==> src/cop_consts.vh <==
// Purpose: constants for the channel output and pin configuration block
// Assumes: 8-bit register index, 16-bit register data, mclk at 100 MHz
// Notes:   offsets are register indices of the first channel's copy, except the one shared parallel register
`ifndef COP_CONSTS_VH
`define COP_CONSTS_VH

`define COP_NUM_CH          4
`define COP_ADDR_W          8
`define COP_DATA_W          16
`define COP_CODE_W          13

// register indices
`define COP_IDX_PARALLEL    8'h0D
`define COP_IDX_PIN_CFG     8'h0E
`define COP_IDX_OUT_CFG     8'h12
`define COP_IDX_TARGET      8'h16
`define COP_IDX_CLR_CODE    8'h1A
`define COP_IDX_APPLIED     8'h1E

// reset values
`define COP_RST_16          16'h0000
`define COP_RST_CODE        13'h0000

// pin_output_mode_config fields
`define COP_PIN_SEL_HI      2
`define COP_PIN_SEL_LO      0
`define COP_PIN_LEVEL_BIT   3
`define COP_PIN_W           4
`define COP_SEL_PULLDOWN    3'h0
`define COP_SEL_STATIC      3'h1
`define COP_SEL_PARALLEL    3'h2
`define COP_SEL_COMPARATOR  3'h3
`define COP_SEL_HIZ         3'h4

// analog_output_config fields
`define COP_OUT_W           8
`define COP_SLEW_HI         7
`define COP_SLEW_LO         6
`define COP_STEP_HI         5
`define COP_STEP_LO         4
`define COP_RATE_HI         3
`define COP_RATE_LO         2
`define COP_CLEAR_ENABLE_BIT      1
`define COP_ILIM_BIT        0
`define COP_SLEW_OFF        2'h0
`define COP_SLEW_LINEAR     2'h1
`define COP_SLEW_HART       2'h2

// linear slew step sizes in codes
`define COP_STEP_0          13'h0040
`define COP_STEP_1          13'h0078
`define COP_STEP_2          13'h01F4
`define COP_STEP_3          13'h071C

// slew update rates in Hz and the cycle counts derived from them
`define COP_MCLK_HZ         100000000
`define COP_RATE0_HZ        4000
`define COP_RATE1_HZ        64000
`define COP_RATE2_HZ        150000
`define COP_RATE3_HZ        240000
`define COP_CNT_W           15
// cycles per update: mclk over rate, rounded down, sized to the divider
`define COP_RATE0_CYC       15'h61A8
`define COP_RATE1_CYC       15'h061A
`define COP_RATE2_CYC       15'h029A
`define COP_RATE3_CYC       15'h01A0

`endif

==> src/cop_channel_cfg.v <==
// Purpose: per-channel pin mode, output configuration and code registers
// Assumes: register port driven by the serial interface decoder on mclk
// Notes:   pin and code outputs are registered; slew ticks come from free dividers
// Operation
// - four copies per family, consecutive, reset zero
// - mode 001 drives static level bit
// - mode 000 gives weak pull-down
// - mode 010 drives shared parallel bit
// - mode 011 drives debounced comparator result
// - modes 100 to 111 float the pin
// - slew select off, linear or HART
// - linear step 64, 120, 500, 1820 codes
// - linear update 4, 64, 150, 240 kHz
// - clear key loads clear code if enabled
// - bit 0 picks 30 or 7.5 mA
// - 13-bit target code, upper bits zero
// - reserved configuration bits read zero
// - applied code readable, shows slew step
// - shared parallel levels, channel A bit 0
`include "cop_consts.vh"
`timescale 1ns/100ps

module cop_channel_cfg #(
   parameter [`COP_CNT_W-1:0] RATE0_CYCLES = `COP_RATE0_CYC
) (
   input  wire                               mclk,
   input  wire                               resetn,
   input  wire [`COP_ADDR_W-1:0]             reg_addr,
   input  wire [`COP_DATA_W-1:0]             reg_wdata,
   input  wire                               reg_wr,
   input  wire                               reg_rd,
   output reg  [`COP_DATA_W-1:0]             reg_rdata,
   input  wire                               dac_clear_key,
   input  wire [`COP_NUM_CH-1:0]             din_debounced,
   output reg  [`COP_NUM_CH-1:0]             channel_output_pin,
   output reg  [`COP_NUM_CH-1:0]             pin_oe_n,
   output reg  [`COP_NUM_CH-1:0]             pin_pulldown,
   output wire [`COP_NUM_CH*`COP_CODE_W-1:0] applied_code,
   output wire [`COP_NUM_CH-1:0]             hart_slew_en,
   output wire [`COP_NUM_CH-1:0]             low_current_limit
);

   localparam [`COP_CNT_W-1:0] RATE1_CYCLES = `COP_RATE1_CYC;
   localparam [`COP_CNT_W-1:0] RATE2_CYCLES = `COP_RATE2_CYC;
   localparam [`COP_CNT_W-1:0] RATE3_CYCLES = `COP_RATE3_CYC;

   reg  [`COP_NUM_CH-1:0]               shared_parallel_levels_r;
   reg  [`COP_CNT_W-1:0]                div_r [0:3];
   reg  [3:0]                           tick_r;
   wire [`COP_NUM_CH*`COP_PIN_W-1:0]    pin_bus;
   wire [`COP_NUM_CH*`COP_OUT_W-1:0]    out_bus;
   wire [`COP_NUM_CH*`COP_CODE_W-1:0]   tgt_bus;
   wire [`COP_NUM_CH*`COP_CODE_W-1:0]   clr_bus;
   reg  [`COP_DATA_W-1:0]               rdata_nxt;
   reg  [`COP_CNT_W-1:0]                rate_len [0:3];
   integer                              k;
   integer                              j;

   // shared parallel level register
   always @(posedge mclk or negedge resetn) begin
      if (!resetn) begin
         shared_parallel_levels_r <= {`COP_NUM_CH{1'b0}};
      end else if (reg_wr && reg_addr == `COP_IDX_PARALLEL) begin
         shared_parallel_levels_r <= reg_wdata[`COP_NUM_CH-1:0];
      end
   end

   // one free-running divider per update rate, each emitting a tick;
   // they never restart, so the first step after enabling linear slew
   // lands anywhere up to one period later
   always @* begin
      rate_len[0] = RATE0_CYCLES;
      rate_len[1] = RATE1_CYCLES;
      rate_len[2] = RATE2_CYCLES;
      rate_len[3] = RATE3_CYCLES;
   end

   always @(posedge mclk or negedge resetn) begin
      if (!resetn) begin
         for (k = 0; k < 4; k = k + 1) begin
            div_r[k] <= {`COP_CNT_W{1'b0}};
         end
         tick_r <= 4'h0;
      end else begin
         for (k = 0; k < 4; k = k + 1) begin
            if (div_r[k] >= rate_len[k] - 1'b1) begin
               div_r[k]  <= {`COP_CNT_W{1'b0}};
               tick_r[k] <= 1'b1;
            end else begin
               div_r[k]  <= div_r[k] + 1'b1;
               tick_r[k] <= 1'b0;
            end
         end
      end
   end

   genvar i;
   generate
      for (i = 0; i < `COP_NUM_CH; i = i + 1) begin : ch
         reg  [`COP_PIN_W-1:0]  pin_cfg_r;
         reg  [`COP_OUT_W-1:0]  out_cfg_r;
         reg  [`COP_CODE_W-1:0] target_r;
         reg  [`COP_CODE_W-1:0] clr_code_r;
         reg  [`COP_CODE_W-1:0] applied_r;
         reg  [`COP_CODE_W-1:0] applied_nxt;
         reg  [`COP_CODE_W-1:0] step;
         reg  [`COP_CODE_W-1:0] gap;
         wire [2:0]             sel = pin_cfg_r[`COP_PIN_SEL_HI:`COP_PIN_SEL_LO];
         wire [1:0]             slew = out_cfg_r[`COP_SLEW_HI:`COP_SLEW_LO];
         wire [1:0]             rsel = out_cfg_r[`COP_RATE_HI:`COP_RATE_LO];
         wire                   clr_hit = dac_clear_key & out_cfg_r[`COP_CLEAR_ENABLE_BIT];
         localparam [31:0]      CH_NUM = i;
         wire [7:0]             idx = CH_NUM[7:0];
         reg                    hart_r;

         always @(posedge mclk or negedge resetn) begin
            if (!resetn) begin
               pin_cfg_r  <= {`COP_PIN_W{1'b0}};
               out_cfg_r  <= {`COP_OUT_W{1'b0}};
               target_r   <= `COP_RST_CODE;
               clr_code_r <= `COP_RST_CODE;
               hart_r     <= 1'b0;
            end else begin
               if (reg_wr && reg_addr == `COP_IDX_PIN_CFG + idx) begin
                  pin_cfg_r <= reg_wdata[`COP_PIN_W-1:0];
               end
               if (reg_wr && reg_addr == `COP_IDX_OUT_CFG + idx) begin
                  out_cfg_r <= reg_wdata[`COP_OUT_W-1:0];
                  hart_r    <= (reg_wdata[`COP_SLEW_HI:`COP_SLEW_LO] == `COP_SLEW_HART);
               end
               if (clr_hit) begin
                  target_r <= clr_code_r;
               end else if (reg_wr && reg_addr == `COP_IDX_TARGET + idx) begin
                  target_r <= reg_wdata[`COP_CODE_W-1:0];
               end
               if (reg_wr && reg_addr == `COP_IDX_CLR_CODE + idx) begin
                  clr_code_r <= reg_wdata[`COP_CODE_W-1:0];
               end
            end
         end

         always @* begin
            case (out_cfg_r[`COP_STEP_HI:`COP_STEP_LO])
               2'h0:    step = `COP_STEP_0;
               2'h1:    step = `COP_STEP_1;
               2'h2:    step = `COP_STEP_2;
               default: step = `COP_STEP_3;
            endcase
            gap = (applied_r > target_r) ? applied_r - target_r : target_r - applied_r;
            applied_nxt = applied_r;
            if (clr_hit) begin
               applied_nxt = clr_code_r;
            end else if (slew != `COP_SLEW_LINEAR) begin
               // off halts any slew at once; HART shaping is left to the analog section
               applied_nxt = target_r;
            end else if (tick_r[rsel] && gap != {`COP_CODE_W{1'b0}}) begin
               if (gap <= step) begin
                  applied_nxt = target_r;
               end else if (applied_r < target_r) begin
                  applied_nxt = applied_r + step;
               end else begin
                  applied_nxt = applied_r - step;
               end
            end
         end

         always @(posedge mclk or negedge resetn) begin
            if (!resetn) begin
               applied_r             <= `COP_RST_CODE;
               channel_output_pin[i] <= 1'b0;
               pin_oe_n[i]           <= 1'b1;
               pin_pulldown[i]       <= 1'b1;
            end else begin
               applied_r <= applied_nxt;
               case (sel)
                  `COP_SEL_PULLDOWN: begin
                     channel_output_pin[i] <= 1'b0;
                     pin_oe_n[i]           <= 1'b1;
                     pin_pulldown[i]       <= 1'b1;
                  end
                  `COP_SEL_STATIC: begin
                     channel_output_pin[i] <= pin_cfg_r[`COP_PIN_LEVEL_BIT];
                     pin_oe_n[i]           <= 1'b0;
                     pin_pulldown[i]       <= 1'b0;
                  end
                  `COP_SEL_PARALLEL: begin
                     channel_output_pin[i] <= shared_parallel_levels_r[i];
                     pin_oe_n[i]           <= 1'b0;
                     pin_pulldown[i]       <= 1'b0;
                  end
                  `COP_SEL_COMPARATOR: begin
                     channel_output_pin[i] <= din_debounced[i];
                     pin_oe_n[i]           <= 1'b0;
                     pin_pulldown[i]       <= 1'b0;
                  end
                  default: begin
                     channel_output_pin[i] <= 1'b0;
                     pin_oe_n[i]           <= 1'b1;
                     pin_pulldown[i]       <= 1'b0;
                  end
               endcase
            end
         end

         assign pin_bus[i*`COP_PIN_W +: `COP_PIN_W]     = pin_cfg_r;
         assign out_bus[i*`COP_OUT_W +: `COP_OUT_W]     = out_cfg_r;
         assign tgt_bus[i*`COP_CODE_W +: `COP_CODE_W]   = target_r;
         assign clr_bus[i*`COP_CODE_W +: `COP_CODE_W]   = clr_code_r;
         assign applied_code[i*`COP_CODE_W +: `COP_CODE_W] = applied_r;
         assign hart_slew_en[i]      = hart_r;
         assign low_current_limit[i] = out_cfg_r[`COP_ILIM_BIT];
      end
   endgenerate

   // read mux; unmapped indices read zero
   always @* begin
      rdata_nxt = `COP_RST_16;
      if (reg_addr == `COP_IDX_PARALLEL) begin
         rdata_nxt[`COP_NUM_CH-1:0] = shared_parallel_levels_r;
      end
      for (j = 0; j < `COP_NUM_CH; j = j + 1) begin
         if (reg_addr == `COP_IDX_PIN_CFG + j[7:0]) begin
            rdata_nxt[`COP_PIN_W-1:0] = pin_bus[j*`COP_PIN_W +: `COP_PIN_W];
         end
         if (reg_addr == `COP_IDX_OUT_CFG + j[7:0]) begin
            rdata_nxt[`COP_OUT_W-1:0] = out_bus[j*`COP_OUT_W +: `COP_OUT_W];
         end
         if (reg_addr == `COP_IDX_TARGET + j[7:0]) begin
            rdata_nxt[`COP_CODE_W-1:0] = tgt_bus[j*`COP_CODE_W +: `COP_CODE_W];
         end
         if (reg_addr == `COP_IDX_CLR_CODE + j[7:0]) begin
            rdata_nxt[`COP_CODE_W-1:0] = clr_bus[j*`COP_CODE_W +: `COP_CODE_W];
         end
         if (reg_addr == `COP_IDX_APPLIED + j[7:0]) begin
            rdata_nxt[`COP_CODE_W-1:0] = applied_code[j*`COP_CODE_W +: `COP_CODE_W];
         end
      end
   end

   always @(posedge mclk or negedge resetn) begin
      if (!resetn) begin
         reg_rdata <= `COP_RST_16;
      end else if (reg_rd) begin
         reg_rdata <= rdata_nxt;
      end
   end

endmodule

==> config.mk <==
export PLATFORM = sky130hd
export DESIGN_NAME = cop_channel_cfg
export DESIGN_NICKNAME = d
export VERILOG_FILES = /design/src/cop_channel_cfg.v
export VERILOG_INCLUDE_DIRS = /design/src
export SDC_FILE = /design/constraint.sdc
export NUM_CORES = 1
export LEC_CHECK = 0
export ABC_AREA = 1
export BUFFER_PORTS_ARGS = -buffer_cell sky130_fd_sc_hd__buf_2
export CORE_ASPECT_RATIO = 1.5
export CORE_MARGIN = 8
export CORE_UTILIZATION = 60
export CTS_CLUSTER_DIAMETER = 50
export DETAILED_ROUTE_END_ITERATION = 10
export PLACE_DENSITY = 0.85
export SYNTH_ARGS = -nofsm -noshare
export SYNTH_HDL_FRONTEND = slang
export SYNTH_SLANG_ARGS = --single-unit
==> constraint.sdc <==
create_clock -name mclk -period 9 [get_ports mclk]
set_clock_uncertainty 0.2 [all_clocks]
set_input_delay 0.9 -clock mclk [delete_from_list [all_inputs] [get_ports mclk]]
set_output_delay 0.9 -clock mclk [all_outputs]
set_load 0.1 [all_outputs]
* Word level (Yosys, flattened, before mapping)
Cells that the tools add are included.
** Word-level totals
- Word-level logic and storage cells :: 263
- Register bits :: 301
- Bits of input ports :: 33
** Cells by class
- Muxes and demuxes :: 85
- Eq/ne operators :: 46
- Reductions and logical operators :: 45
- Magnitude comparators :: 20
- $add $sub $neg :: 20
- Bitwise gates (word level) :: 4
** Operators by type and width (number)
- $mux 13 :: 44
- $sub 13x13->13 :: 12
- $pmux 11 s3 :: 4
- $eq 8x5->1 const B :: 16
- $add 15x1->15 const B :: 4
- $mux 15 :: 4
- $add 13x13->13 :: 4
- $gt 13x13->1 :: 4
- $le 13x13->1 :: 4
- $lt 13x13->1 :: 4
- $reduce_bool 13->1 :: 4
- $mux 8 :: 4
- $eq 3x2->1 const B :: 8
- $eq 8x4->1 const B :: 3
- $logic_and 1x1->1 :: 21
- $mux 4 :: 5
- $eq 8x6->1 const B :: 2
- $mux 1 :: 16
- $ge 15x10->1 const B :: 1
- $ge 15x11->1 const B :: 1
- $ge 15x15->1 const B :: 1
- $ge 15x9->1 const B :: 1
- $eq 3x1->1 const B :: 4
- $logic_not 3->1 :: 4
- other kinds (11) :: 45

* Longest topological paths before layout
Gate-level depths: netlist (run 1).
- Depth after elaboration :: 22
- Mapped depth :: 32

* Worst setup path after synthesis (run 1)
OpenSTA, ideal clock, no wires.
- Path kind :: register to register
- Start :: register ch[3].applied_r[4]
- End :: register ch[3].applied_r[9]
- Stages on the path, launching flop included :: 24
- Path buffers :: 1
- Arrival time :: 4222 ps
- Library setup time :: 121 ps
- Clock period less this slack :: 4543 ps
- Setup slack :: 4457 ps
- Path through :: dfrtp_1 inv_1 ha_1 buf_2 nand2_2 nor3_4 a21o_4 nand3_4 nand2_8 inv_1 or2_2 ha_1 nand2_1 o21ai_0 or2_2 a21oi_1 o21bai_1 a21oi_1 xor2_1 nand3_1 nand3_1 nand2_1 nand2_1 nand2_1
** On the way
- Word-level cells in the longest chain between the ends :: 7
** RTL lines
- start: declaration :: RTL line cop_channel_cfg.v:104 : reg [`COP_CODE_W-1:0] applied_r;
- start signal: assignment :: RTL line cop_channel_cfg.v:169 : applied_r <= `COP_RST_CODE;
- start signal: assignment :: RTL line cop_channel_cfg.v:174 : applied_r <= applied_nxt;
- $sub 13x13->13 / $gt 13x13->1 (equally long branches) :: RTL line cop_channel_cfg.v:149 : gap = (applied_r > target_r) ? applied_r - target_r : target_r - applied_r;
- $mux 13 :: RTL line cop_channel_cfg.v:149
- $le 13x13->1 :: RTL line cop_channel_cfg.v:157 : if (gap <= step) begin
- $mux 13 :: RTL line cop_channel_cfg.v:157
- $mux 13 :: RTL line cop_channel_cfg.v:156 : end else if (tick_r[rsel] && gap != {`COP_CODE_W{1'b0}}) begin
- $mux 13 :: RTL line cop_channel_cfg.v:153 : end else if (slew != `COP_SLEW_LINEAR) begin
- $mux 13 :: RTL line cop_channel_cfg.v:151 : if (clr_hit) begin
Several ways; a longest one is shown, not always the timed one. The select of a mux whose other input is x is not followed.
A chain may end at the register's enable or synchronous reset.

* Worst setup path after layout (run 1)
- Start :: register ch[1].applied_r[6]
- End :: register ch[1].applied_r[0]
** On the way
- Word-level cells in the longest chain between the ends :: 7
** RTL lines (RTL line)
- start: declaration :: cop_channel_cfg.v:104
- start signal: assignment :: cop_channel_cfg.v:169
- start signal: assignment :: cop_channel_cfg.v:174
- $sub 13x13->13 / $gt 13x13->1 (equally long branches) :: cop_channel_cfg.v:149
- $mux 13 :: cop_channel_cfg.v:149
- $le 13x13->1 :: cop_channel_cfg.v:157
- $mux 13 :: cop_channel_cfg.v:157
- $mux 13 :: cop_channel_cfg.v:156
- $mux 13 :: cop_channel_cfg.v:153
- $mux 13 :: cop_channel_cfg.v:151
Several ways; a longest one is shown, not always the timed one. The select of a mux whose other input is x is not followed.

==> results of run 1 <==
-- synth_stat cells (6+ instances only) --
| cell | n |
|---|---|
| buf_2 | 17 |
| dfrtp_1 | 293 |
| nand2_2 | 17 |
| a21o_1 | 8 |
| and3_1 | 6 |
| o22ai_1 | 9 |
| o21bai_1 | 30 |
| o21ai_0 | 195 |
| o21ai_1 | 14 |
| nand4_1 | 40 |
| nor4_1 | 6 |
| nand2_1 | 911 |
| ha_1 | 202 |
| buf_4 | 21 |
| nor3_1 | 44 |
| xor2_1 | 103 |
| o21a_1 | 8 |
| o221ai_1 | 55 |
| clkbuf_1 | 50 |
| nand3_1 | 228 |
| xnor2_1 | 24 |
| a211oi_1 | 6 |
| o211ai_1 | 9 |
| nor3b_1 | 15 |
| inv_1 | 405 |
| o2111ai_1 | 14 |
| or2_2 | 19 |
| dfstp_2 | 8 |
| a21oi_1 | 163 |
| inv_2 | 11 |
| o21ai_2 | 13 |
| nand3b_1 | 9 |
| nor2_1 | 234 |
-- kinds of logic after synthesis --
| kind of cell | Yosys count | synth area share, % |
|---|---|---|
| muxes | 1 | 0.04866 |
| xor gates and xnor gates | 127 | 4.807 |
| adders and majority gates | 202 | 10.92 |
| AOI/OAI and AO/OA | 548 | 14.34 |
| and+or+nand+nor | 1544 | 28.34 |
| DFF | 301 | 32.59 |
| buffers and inverters | 514 | 8.933 |
| other | 1 | 0.01621 |
-- worst max path at each step --
stage	cells after the start	to	start	slack (ns)
2_1_floorplan	23	ch[3].applied_r[9]$_DFFE_PN0P_	ch[3].applied_r[4]$_DFFE_PN0P_	4.46
3_3_place_gp	21	ch[1].applied_r[3]$_DFFE_PN0P_	ch[1].applied_r[6]$_DFFE_PN0P_	3.24
3_5_place_dp	23	ch[1].applied_r[10]$_DFFE_PN0P_	ch[1].applied_r[1]$_DFFE_PN0P_	3.08
4_1_cts	21	ch[1].applied_r[9]$_DFFE_PN0P_	ch[1].applied_r[6]$_DFFE_PN0P_	3.06
5_1_grt	22	ch[1].applied_r[0]$_DFFE_PN0P_	ch[1].applied_r[1]$_DFFE_PN0P_	2.64
6_report	20	ch[1].applied_r[0]$_DFFE_PN0P_	ch[1].applied_r[6]$_DFFE_PN0P_	2.98
-- registers in the layout, summed over array words and instances, names as in the netlist --
register and flops:
ch.clr_code_r 52, ch.hart_r 4, shared_parallel_levels_r 4, ch.target_r 52, pin_oe_n 4, ch.applied_r 52
pin_pulldown 4, div_r 60, tick_r 4, ch.pin_cfg_r 16, reg_rdata 13, channel_output_pin 4
ch.out_cfg_r 32
-- routing by layer --
metal | up-vias | global-route usage [%] | routed length, um | part of all wire (%)
met1 | 10600 | 35.93 | 27340 | 37
met5 | - | 0 | 0 | 0
li1 | 10750 | - | - | -
met3 | 298 | 4.634 | 5064 | 6.8
met2 | 1032 | 54.47 | 35650 | 48
met4 | 0 | 23.18 | 6010 | 8.1
-- power breakdown --
group	switching [mW]	total, mW	internal (mW)
clock network	0.567	1.27	0.706
registers	0.287	1.85	1.57
logic	5.12	7.53	2.41
-- per-stage QoR --
stage,cells,setup slack [ns],hold WS [ns]
floorplan,3255,4.457,0.1898
global placement,3781,3.241,0.2168
detailed placement,3781,3.079,0.2122
CTS,3839,3.063,0.2239
global route,3840,2.637,0.2376
finish,3842,2.980,0.1647
-- worst max-delay path: cells and delay by family, from the launching register on --
kind,cells,cell delay (ns)
fa+ha+maj,2,0.71
buf+inv,3,0.44
simple gates,14,3.51
compound gates,1,0.60
flops,1,0.47
-- final cells by class --
type,instances,area share [%]
inverters,419,6.290
well taps,495,2.477
flip-flops and latches,301,30.16
clock inverters,12,0.4804
repair buffers,126,2.682
clock buffers,46,3.488
multi-input cells,2440,54.39
diodes,3,0.03002
==> results.py, run 1 <==
metrics = {
    "outcome": {
        "run_status": "completed",
    },
    "drt": {
        "drt-vias-per-instance": 5.902,
        "wl_per_cell_um": 19.28,
        "wl_mm": 74.07,
        "vias": 22670,
        "drtIter0Drc": 2012,
        "ant_nets": 0,
        "drc": 0,
        "firstDrtPassIters": 7,
    },
    "synth": {
        "syn_avg_cell_area_um2": 7.146,
        "synth_ff_type": "dfrtp_1",
        "yosys-top-cells-area": "dfrtp_1 (32%), nand2_1 (15%), ha_1 (11%)",
        "yosys_warnings": 0,
        "ys_async_sr_fraction_pct": 100.0,
        "yosys.area.top_type": "dfrtp_1",
        "ys_seq_elements": 301,
        "synth_top_cell_area_share_pct": 31.69,
        "synth_edf_count": 0,
        "ys_seq_area_share_pct": 32.59,
        "netlist_instances": 3238,
        "syn_area_um2": 23140,
        "synth.distinct_cells": 63,
    },
    "cts": {
        "cts.sinks": 301,
        "cts_tree": "yes",
        "post-cts-setup-buffer-count": 0,
        "hold_buffers": 0,
        "cts.path.max_buffers": 3,
        "clock-root-buffer": "clkbuf_16",
        "clk_pin_slew_worst_paths_ns": 0.07,
        "cts_max_level": 1,
        "clkLatencyLatePin_ns": 0.60,
        "ctsResizeCount": 0,
        "cts_buffers": 31,
    },
    "pwr": {
        "p_per_area_nw_per_um2": 426.2,
        "leakagePower_nw": 13.06,
        "fin_total_pwr_mw": 10.66,
        "peakVddDrop_v": 0.0002984,
    },
    "sta": {
        "relSlewSlack_pct": 18.36,
        "tightest_slew_ns": 1.220,
        "setup_violations": 0,
        "rsz0062_at_grt": "no",
        "fin_tns_setup_ns": 0,
        "final_max_slew_viol_count": 0,
        "min_period_ns": 6.020,
        "fmax_ghz": 0.1661,
        "final_hold_viol_count": 0,
        "finalCritPeriodShare_pct": 66.89,
    },
    "grt": {
        "antenna_found_initial": 2,
        "overflow": 0,
        "grt_pass1_wl_mm": 116.5,
        "grt_max_degree": 117,
        "grt_pass1_vias": 22250,
        "grt_use_total_pct": 31.99,
    },
    "worst_setup_path": {
        "reg2reg_depth": 20,
        "rrSetupSlack_ns": 2.98,
        "rr_endpoint": "ch[1].applied_r[0]$_DFFE_PN0P_",
        "start_kind": "flop",
        "max_stage_delay_ns": 0.66,
        "cp_max_fo": 15,
        "path_cells": "inv_1, ha_1, nand2_1, nor2_1, nand3_1, nand2_1, nand2_2, inv_1, nand2_1, nand2_1, inv_1, ha_1, nand4_1, o41ai_1, nand4_1, nand2_1, nand3_1, nand2_1, nand3_1, nand2_1",
        "cp.required_ns": 9.33,
        "path_common_cell": "nand2_1",
        "crit_arrival_ns": 6.35,
        "crit_type": "flop to flop",
        "r2r_start": "ch[1].applied_r[6]$_DFFE_PN0P_",
        "end_kind": "flop",
        "critPathSlowestCell": "nand4_1",
    },
    "cells_and_area": {
        "drive_gt1_share_pct": 7.895,
        "finalCoreUtilization_pct": 65.44,
        "fill_cells": 3356,
        "register_area_um2": 7542,
        "areaGrowthSynthToFinish_pct": 8.057,
        "multi_input_area_um2": 13600,
        "final_area_um2": 25000,
        "final_cell_mix": "nand2_1 (911), inv_1 (405), dfrtp_1 (293)",
        "layout.nets": 3554,
        "layout_commonest_cell": "nand2_1",
    },
    "place": {
        "io_buffers": 114,
        "placed_area_um2": 24000,
        "place.gp.congestion": 1.010,
        "hpwlAfterDp_mm": 57.99,
    },
    "floorplanning": {
        "start_util_pct": 60.56,
        "dieHeight_um": 256.5,
        "fp.coreArea_um2": 38210,
        "io_pins": 121,
        "die_w_um": 176.3,
        "rows": 88,
        "dieArea_um2": 45240,
    },
    "job": {
        "drv_cap": 0,
    },
    "hold_path": {
        "min_path_type": "input pin to asynchronous set/reset pin",
    },
}
Power figures use the tool's default switching activity.
==> run 2: changes to the inputs <==
==> constraint.sdc (replaced) <==
create_clock -name mclk -period 6.29 [get_ports mclk]
set_clock_uncertainty 0.2 [all_clocks]
set_input_delay 0.629 -clock mclk [delete_from_list [all_inputs] [get_ports mclk]]
set_output_delay 0.629 -clock mclk [all_outputs]
set_load 0.1 [all_outputs]
==> run 2 against run 1 <==
Register-to-register slack got worse by 2.0 ns. Worst setup slack worse by 2.0 ns. Fmax increased by 14%. Sequential share of layout area down 0.11 points. Die area unchanged. Global-route usage grew 0.51 points. Clock power increased by 48%. Core utilization rose by 0.25 points. Sequential cell count is the same. Count of clock-buffer cells in the layout decreased by 2. Critical endpoint is now ch[1].applied_r[2]$_DFFE_PN0P_.
==> results.py, run 2 (synthesized netlist as in run 1, its figures left out) <==
metrics = {
    "drt": {
        "wl_per_cell_um": 19.45,
        "drtIter0Drc": 2184,
        "drt-vias-per-instance": 5.872,
        "firstDrtPassIters": 7,
        "ant_nets": 0,
        "drc": 0,
        "vias": 22580,
        "wl_mm": 74.77,
    },
    "sta": {
        "tightest_slew_ns": 1.058,
        "fmax_ghz": 0.1898,
        "relSlewSlack_pct": 29.00,
        "fin_tns_setup_ns": 0,
        "rsz0062_at_grt": "no",
        "min_period_ns": 5.269,
        "final_hold_viol_count": 0,
        "finalCritPeriodShare_pct": 83.77,
        "final_max_slew_viol_count": 0,
        "setup_violations": 0,
    },
    "cells_and_area": {
        "final_area_um2": 25100,
        "instances_no_fill": 3845,
        "final_cell_mix": "nand2_1 (911), inv_1 (405), dfrtp_1 (293)",
        "layout_commonest_cell": "nand2_1",
        "drive_gt1_share_pct": 8.184,
        "areaGrowthSynthToFinish_pct": 8.468,
        "fill_cells": 3359,
        "top_register": "div_r",
        "largest_reg_flops": 60,
        "layout.nets": 3558,
    },
    "place": {
        "io_buffers": 114,
        "placed_area_um2": 24040,
        "dpl.cell_count": 3784,
        "place.gp.congestion": 1.017,
        "hpwlAfterDp_mm": 58.98,
    },
    "worst_setup_path": {
        "critPathSlowestCell": "o21ai_1",
        "path_common_cell": "nand2_1",
        "end_kind": "flop",
        "critPathTopFamily": "simple AND/OR/NAND/NOR gates",
        "cp_max_fo": 15,
        "crit_type": "flop to flop",
        "cp.required_ns": 6.58,
        "crit_arrival_ns": 5.56,
        "cp.buffers_inverters": 4,
        "max_stage_delay_ns": 0.47,
        "start_kind": "flop",
    },
    "grt": {
        "grt_pass1_vias": 22280,
        "overflow": 0,
        "grt_use_total_pct": 32.51,
        "grt_max_degree": 141,
        "grt_pass1_wl_mm": 118.0,
        "antenna_found_initial": 1,
    },
    "cts": {
        "hold_buffers": 1,
        "cts_max_level": 1,
        "clock-root-buffer": "clkbuf_16",
        "cts_tree": "yes",
        "cts_buffers": 31,
        "clkLatencyLatePin_ns": 0.60,
        "cts.sinks": 301,
        "post-cts-setup-buffer-count": 0,
        "cts.path.max_buffers": 3,
        "ctsResizeCount": 0,
        "clk_pin_slew_worst_paths_ns": 0.07,
    },
    "pwr": {
        "fin_total_pwr_mw": 15.40,
        "leakagePower_nw": 13.11,
        "p_per_area_nw_per_um2": 613.7,
        "peakVddDrop_v": 0.0004654,
    },
    "floorplanning": {
        "io_pins": 121,
        "die_w_um": 176.3,
        "rows": 88,
        "fp.coreArea_um2": 38210,
        "dieHeight_um": 256.5,
        "dieArea_um2": 45240,
        "start_util_pct": 60.56,
    },
    "outcome": {
        "run_status": "completed",
    },
    "job": {
        "drv_cap": 0,
    },
    "hold_path": {
        "min_path_type": "input pin to flop",
    },
}
[run 2: changes by cell type in the layout (fill, tap and decap cells not counted)]
cell / before / now
buf_4: 12 / 14
buf_12: 0 / 1
o21ai_1: 14 / 15
o21ai_0: 195 / 194
clkbuf_8: 4 / 9
clkinv_4: 1 / 0
inv_8: 2 / 1
clkinvlp_4: 0 / 4
diode_2: 3 / 2
clkbuf_1: 11 / 4
dlygate4sd3_1: 0 / 1
[run 2: final cells by class]
class	instances	area [um^2]	share of cell area [%]
clock buffer	44	914.6	3.644
tap	495	619.3	2.468
timing repair buffer	130	715.7	2.851
inverter	419	1573	6.266
sequential	301	7542	30.05
antenna	2	5.005	0.01994
multi-input combinational	2440	13600	54.18
clock inverter	14	130.1	0.5184
[run 2: final timing paths]
| path | from | slack (ns) | cells after the start | endpoint |
|---|---|---|---|---|
| setup / recovery | ch[1].applied_r[1]$_DFFE_PN0P_ | 1.02 | 27 | ch[1].applied_r[2]$_DFFE_PN0P_ |
| hold / removal | reg_wdata[0] | 0.09 | 3 | ch[1].out_cfg_r[0]$_DFFE_PN0P_ |
| setup reg to reg | ch[1].applied_r[1]$_DFFE_PN0P_ | 1.02 | 27 | ch[1].applied_r[2]$_DFFE_PN0P_ |
| hold reg to reg | ch[2].pin_cfg_r[2]$_DFFE_PN0P_ | 0.24 | 1 | pin_pulldown[2]$_DFF_PN1_ |
| max in group asynchronous | resetn | 4.06 | 3 | div_r[48]$_DFF_PN0_ |
| min in group asynchronous | resetn | 0.40 | 2 | div_r[30]$_DFF_PN0_ |
[run 2: layer usage]
metal  track usage [%]  up-vias  share of wire, %
met5                 0        -             0.015
li1                  -    10740                 -
met2             55.52      971                48
met3             5.384      290               7.0
met4             23.69        2               8.2
met1             35.87    10570                36
[run 2: power by group]
group	internal (mW)	switching (mW)	leakage, nW
Sequential	2.24	0.417	3.78
Clock	1.06	0.820	0.508
Combinational	3.47	7.39	8.82
[run 2: worst register-to-register path, cell delays in order (launching register included)]
cell and delay, ns:
dfrtp_1 0.39, inv_1 0.10, ha_1 0.34, inv_1 0.07
o21bai_2 0.20, a21oi_2 0.13, o21ai_1 0.25, nand3_1 0.11
nand2_1 0.38, nand2_2 0.30, o21ai_1 0.48, inv_1 0.10
ha_1 0.32, nand2_1 0.08, nor2_1 0.04, a211oi_1 0.22
nor2_1 0.07, o21bai_1 0.13, nand2_1 0.06, o41ai_1 0.07
nand4_1 0.17, buf_4 0.22, nand2_1 0.36, nand2_1 0.11
nand3_1 0.10, nand2_1 0.06, nand2_1 0.06, nand2_1 0.06
[run 2: through the flow]
| stage | util, % | hold WS [ns] | setup WS (ns) |
|---|---|---|---|
| 5_1_grt | 65.68 | 0.08378 | 0.5553 |
| 4_1_cts | 65.68 | 0.08707 | 1.132 |
| 6_report | 65.69 | 0.09271 | 1.021 |
| 2_1_floorplan | - | 0.1334 | 1.747 |
| 3_5_place_dp | 62.92 | 0.2259 | 1.167 |
| 3_3_place_gp | 62.92 | 0.2162 | 1.295 |
==> run 3: changes to the inputs <==
--- a/config.mk
+++ b/config.mk
@@ -10,7 +10,7 @@
 export BUFFER_PORTS_ARGS = -buffer_cell sky130_fd_sc_hd__buf_2
 export CORE_ASPECT_RATIO = 1.5
 export CORE_MARGIN = 8
-export CORE_UTILIZATION = 60
+export CORE_UTILIZATION = 57
 export CTS_CLUSTER_DIAMETER = 50
 export DETAILED_ROUTE_END_ITERATION = 10
 export PLACE_DENSITY = 0.85
==> constraint.sdc (replaced) <==
create_clock -name mclk -period 4.6 [get_ports mclk]
set_clock_uncertainty 0.2 [all_clocks]
set_input_delay 0.46 -clock mclk [delete_from_list [all_inputs] [get_ports mclk]]
set_output_delay 0.46 -clock mclk [all_outputs]
set_load 0.1 [all_outputs]
==> run 3 against run 2 <==
Sequential share of layout area fell by 1.0 points. Routed wire length is 2.7% higher. Cell area grew 3.6%. First-iteration DRC count rose by 11%. Critical path type unchanged. Largest cell class unchanged. Highest routed layer unchanged.
==> results.py, run 3 (synthesized netlist as in run 1, its figures left out) <==
metrics = {
    "outcome": {
        "run_status": "completed",
    },
    "hold_path": {
        "min_path_type": "input pin to flop",
        "min_from": "reg_wdata[0]",
    },
    "grt": {
        "grt_pass1_wl_mm": 120.6,
        "grt_max_degree": 127,
        "overflow": 0,
        "antenna_found_initial": 2,
        "grt_pass1_vias": 22650,
        "grt_use_total_pct": 31.71,
    },
    "drt": {
        "vias": 23360,
        "wl_per_cell_um": 19.50,
        "drc": 0,
        "firstDrtPassIters": 6,
        "drt-vias-per-instance": 5.933,
        "wl_mm": 76.76,
        "drtIter0Drc": 2428,
        "ant_nets": 0,
    },
    "sta": {
        "final_hold_viol_count": 0,
        "fmax_ghz": 0.2267,
        "rsz0062_at_grt": "yes",
        "finalCritPeriodShare_pct": 95.91,
        "min_period_ns": 4.412,
        "tightest_slew_ns": 1.078,
        "setup_violations": 0,
        "hold_slack_ns": 0.01118,
        "fin_tns_setup_ns": 0,
        "relSlewSlack_pct": 27.84,
        "final_max_slew_viol_count": 0,
    },
    "pwr": {
        "p_per_area_nw_per_um2": 847.3,
        "switchingPower_mw": 11.82,
        "leakagePower_nw": 13.61,
        "power_switching_share_pct": 53.66,
        "clkPwrFrac_pct": 13.9,
        "intPower_mw": 10.21,
        "pwr-share-seq_pct": 15.8,
        "combPwrFrac_pct": 70.3,
        "peakVddDrop_v": 0.0005285,
    },
    "worst_setup_path": {
        "crit_arrival_ns": 4.63,
        "max_stage_delay_ns": 0.45,
        "r2r_start": "ch[2].applied_r[4]$_DFFE_PN0P_",
        "path_common_cell": "nand2_1",
        "end_kind": "flop",
        "cp_max_fo": 11,
        "critPathTopFamily": "simple AND/OR/NAND/NOR gates",
        "cp.required_ns": 4.82,
        "cp.buffers_inverters": 4,
        "crit_type": "flop to flop",
        "start_kind": "flop",
        "critPathSlowestCell": "dfrtp_1",
        "startpoint": "ch[2].applied_r[4]$_DFFE_PN0P_",
    },
    "job": {
        "drv_cap": 0,
    },
    "cts": {
        "cts_tree": "yes",
        "cts.sinks": 301,
        "cts.path.max_buffers": 3,
        "clock-root-buffer": "clkbuf_16",
        "cts_max_level": 2,
        "cts_buffers": 34,
        "clkLatencyLatePin_ns": 0.54,
        "clk_pin_slew_worst_paths_ns": 0.07,
    },
    "floorplanning": {
        "dieHeight_um": 262.8,
        "rows": 90,
        "io_pins": 121,
        "die_w_um": 180.5,
        "fp.coreArea_um2": 40200,
        "dieArea_um2": 47430,
        "start_util_pct": 57.56,
    },
    "cells_and_area": {
        "finalCoreUtilization_pct": 64.67,
        "drive_gt1_share_pct": 10.73,
        "final_area_um2": 26000,
        "layout_commonest_cell": "nand2_1",
        "instances_no_fill": 3937,
        "layout.nets": 3638,
        "areaGrowthSynthToFinish_pct": 12.34,
        "final_cell_mix": "nand2_1 (910), inv_1 (405), dfrtp_1 (288)",
        "largest_reg_flops": 60,
        "top_register": "div_r",
    },
    "place": {
        "placed_area_um2": 24630,
        "hpwlAfterDp_mm": 58.22,
        "io_buffers": 114,
        "dpl.cell_count": 3869,
        "place.gp.congestion": 1.003,
    },
}
-- run 3: cell types whose count changed in the layout (fill, tap and decap cells not counted), moves of 2 or more --
cell,change
buf_12,+2
buf_4,+72
buf_6,+2
bufinv_16,+4
clkbuf_16,+6
clkbuf_8,-2
clkinv_2,-2
clkinvlp_4,-4
dfrtp_1,-5
dfrtp_2,+5
ha_1,-4
ha_2,+4
-- run 3: through the flow --
stage	worst slack [ns]	total power [mW]
after CTS	0.1731	21.72
after global routing	-0.02123	23.78
after detailed placement	0.2245	18.60
after floorplan	0.05688	14.89
final	0.1883	22.03
after global placement	0.3312	18.32
-- run 3: timing repair --
item	4_1_cts	5_1_grt
hold buffers	2	0
buffers inserted	0	2
resized for setup	0	16
endpoints found under the setup margin	0	31
hold endpoints to repair	119	0
-- run 3: power by group through the flow --
stage | sequential [mW] | combinational (mW) | clock [mW]
floorplan | 4.97 | 9.92 | 0
global placement | 3.49 | 14.8 | 0
detailed placement | 3.51 | 15.1 | 0
CTS | 3.46 | 15.2 | 3.07
global route | 3.52 | 17.1 | 3.16
finish | 3.49 | 15.5 | 3.05
-- run 3: worst min-delay path, delay by kind of cell --
kind,cells,cell delay (ns)
compound gates,1,0.06
buf+inv,1,0.13
simple gates,1,0.06
-- run 3: final timing paths --
path / endpoint / slack [ns] / cells past startpoint
worst max-delay path: ch[2].applied_r[2]$_DFFE_PN0P_ / 0.19 / 28
min in group asynchronous: ch[3].applied_r[8]$_DFFE_PN0P_ / 0.42 / 2
worst min-delay path: ch[1].out_cfg_r[0]$_DFFE_PN0P_ / 0.01 / 3
worst max register to register: ch[2].applied_r[2]$_DFFE_PN0P_ / 0.19 / 28
max in group asynchronous: pin_oe_n[0]$_DFF_PN1_ / 2.72 / 3
worst min register to register: div_r[0]$_DFF_PN0_ / 0.26 / 1
-- run 3: cell type report --
class | count | area (um^2)
Fill cell | 3460 | 14200
Timing Repair Buffer | 207 | 1329
Multi-Input combinational cell | 2440 | 13630
Clock inverter | 15 | 246.5
Clock buffer | 47 | 1033
Sequential cell | 301 | 7548
Antenna cell | 2 | 5.005
Inverter | 419 | 1573
Tap cell | 506 | 633.1
-- run 3: routing by layer --
layer  GRT usage [%]  wire (um)  up-vias  part of all wire (%)
met5               0         50        -                 0.065
met4           26.30       7417        6                   9.7
met3           6.724       6504      409                   8.5
met2           51.91      35440     1247                    46
met1           35.08      27350    10770                    36
li1                -          -    10930                     -
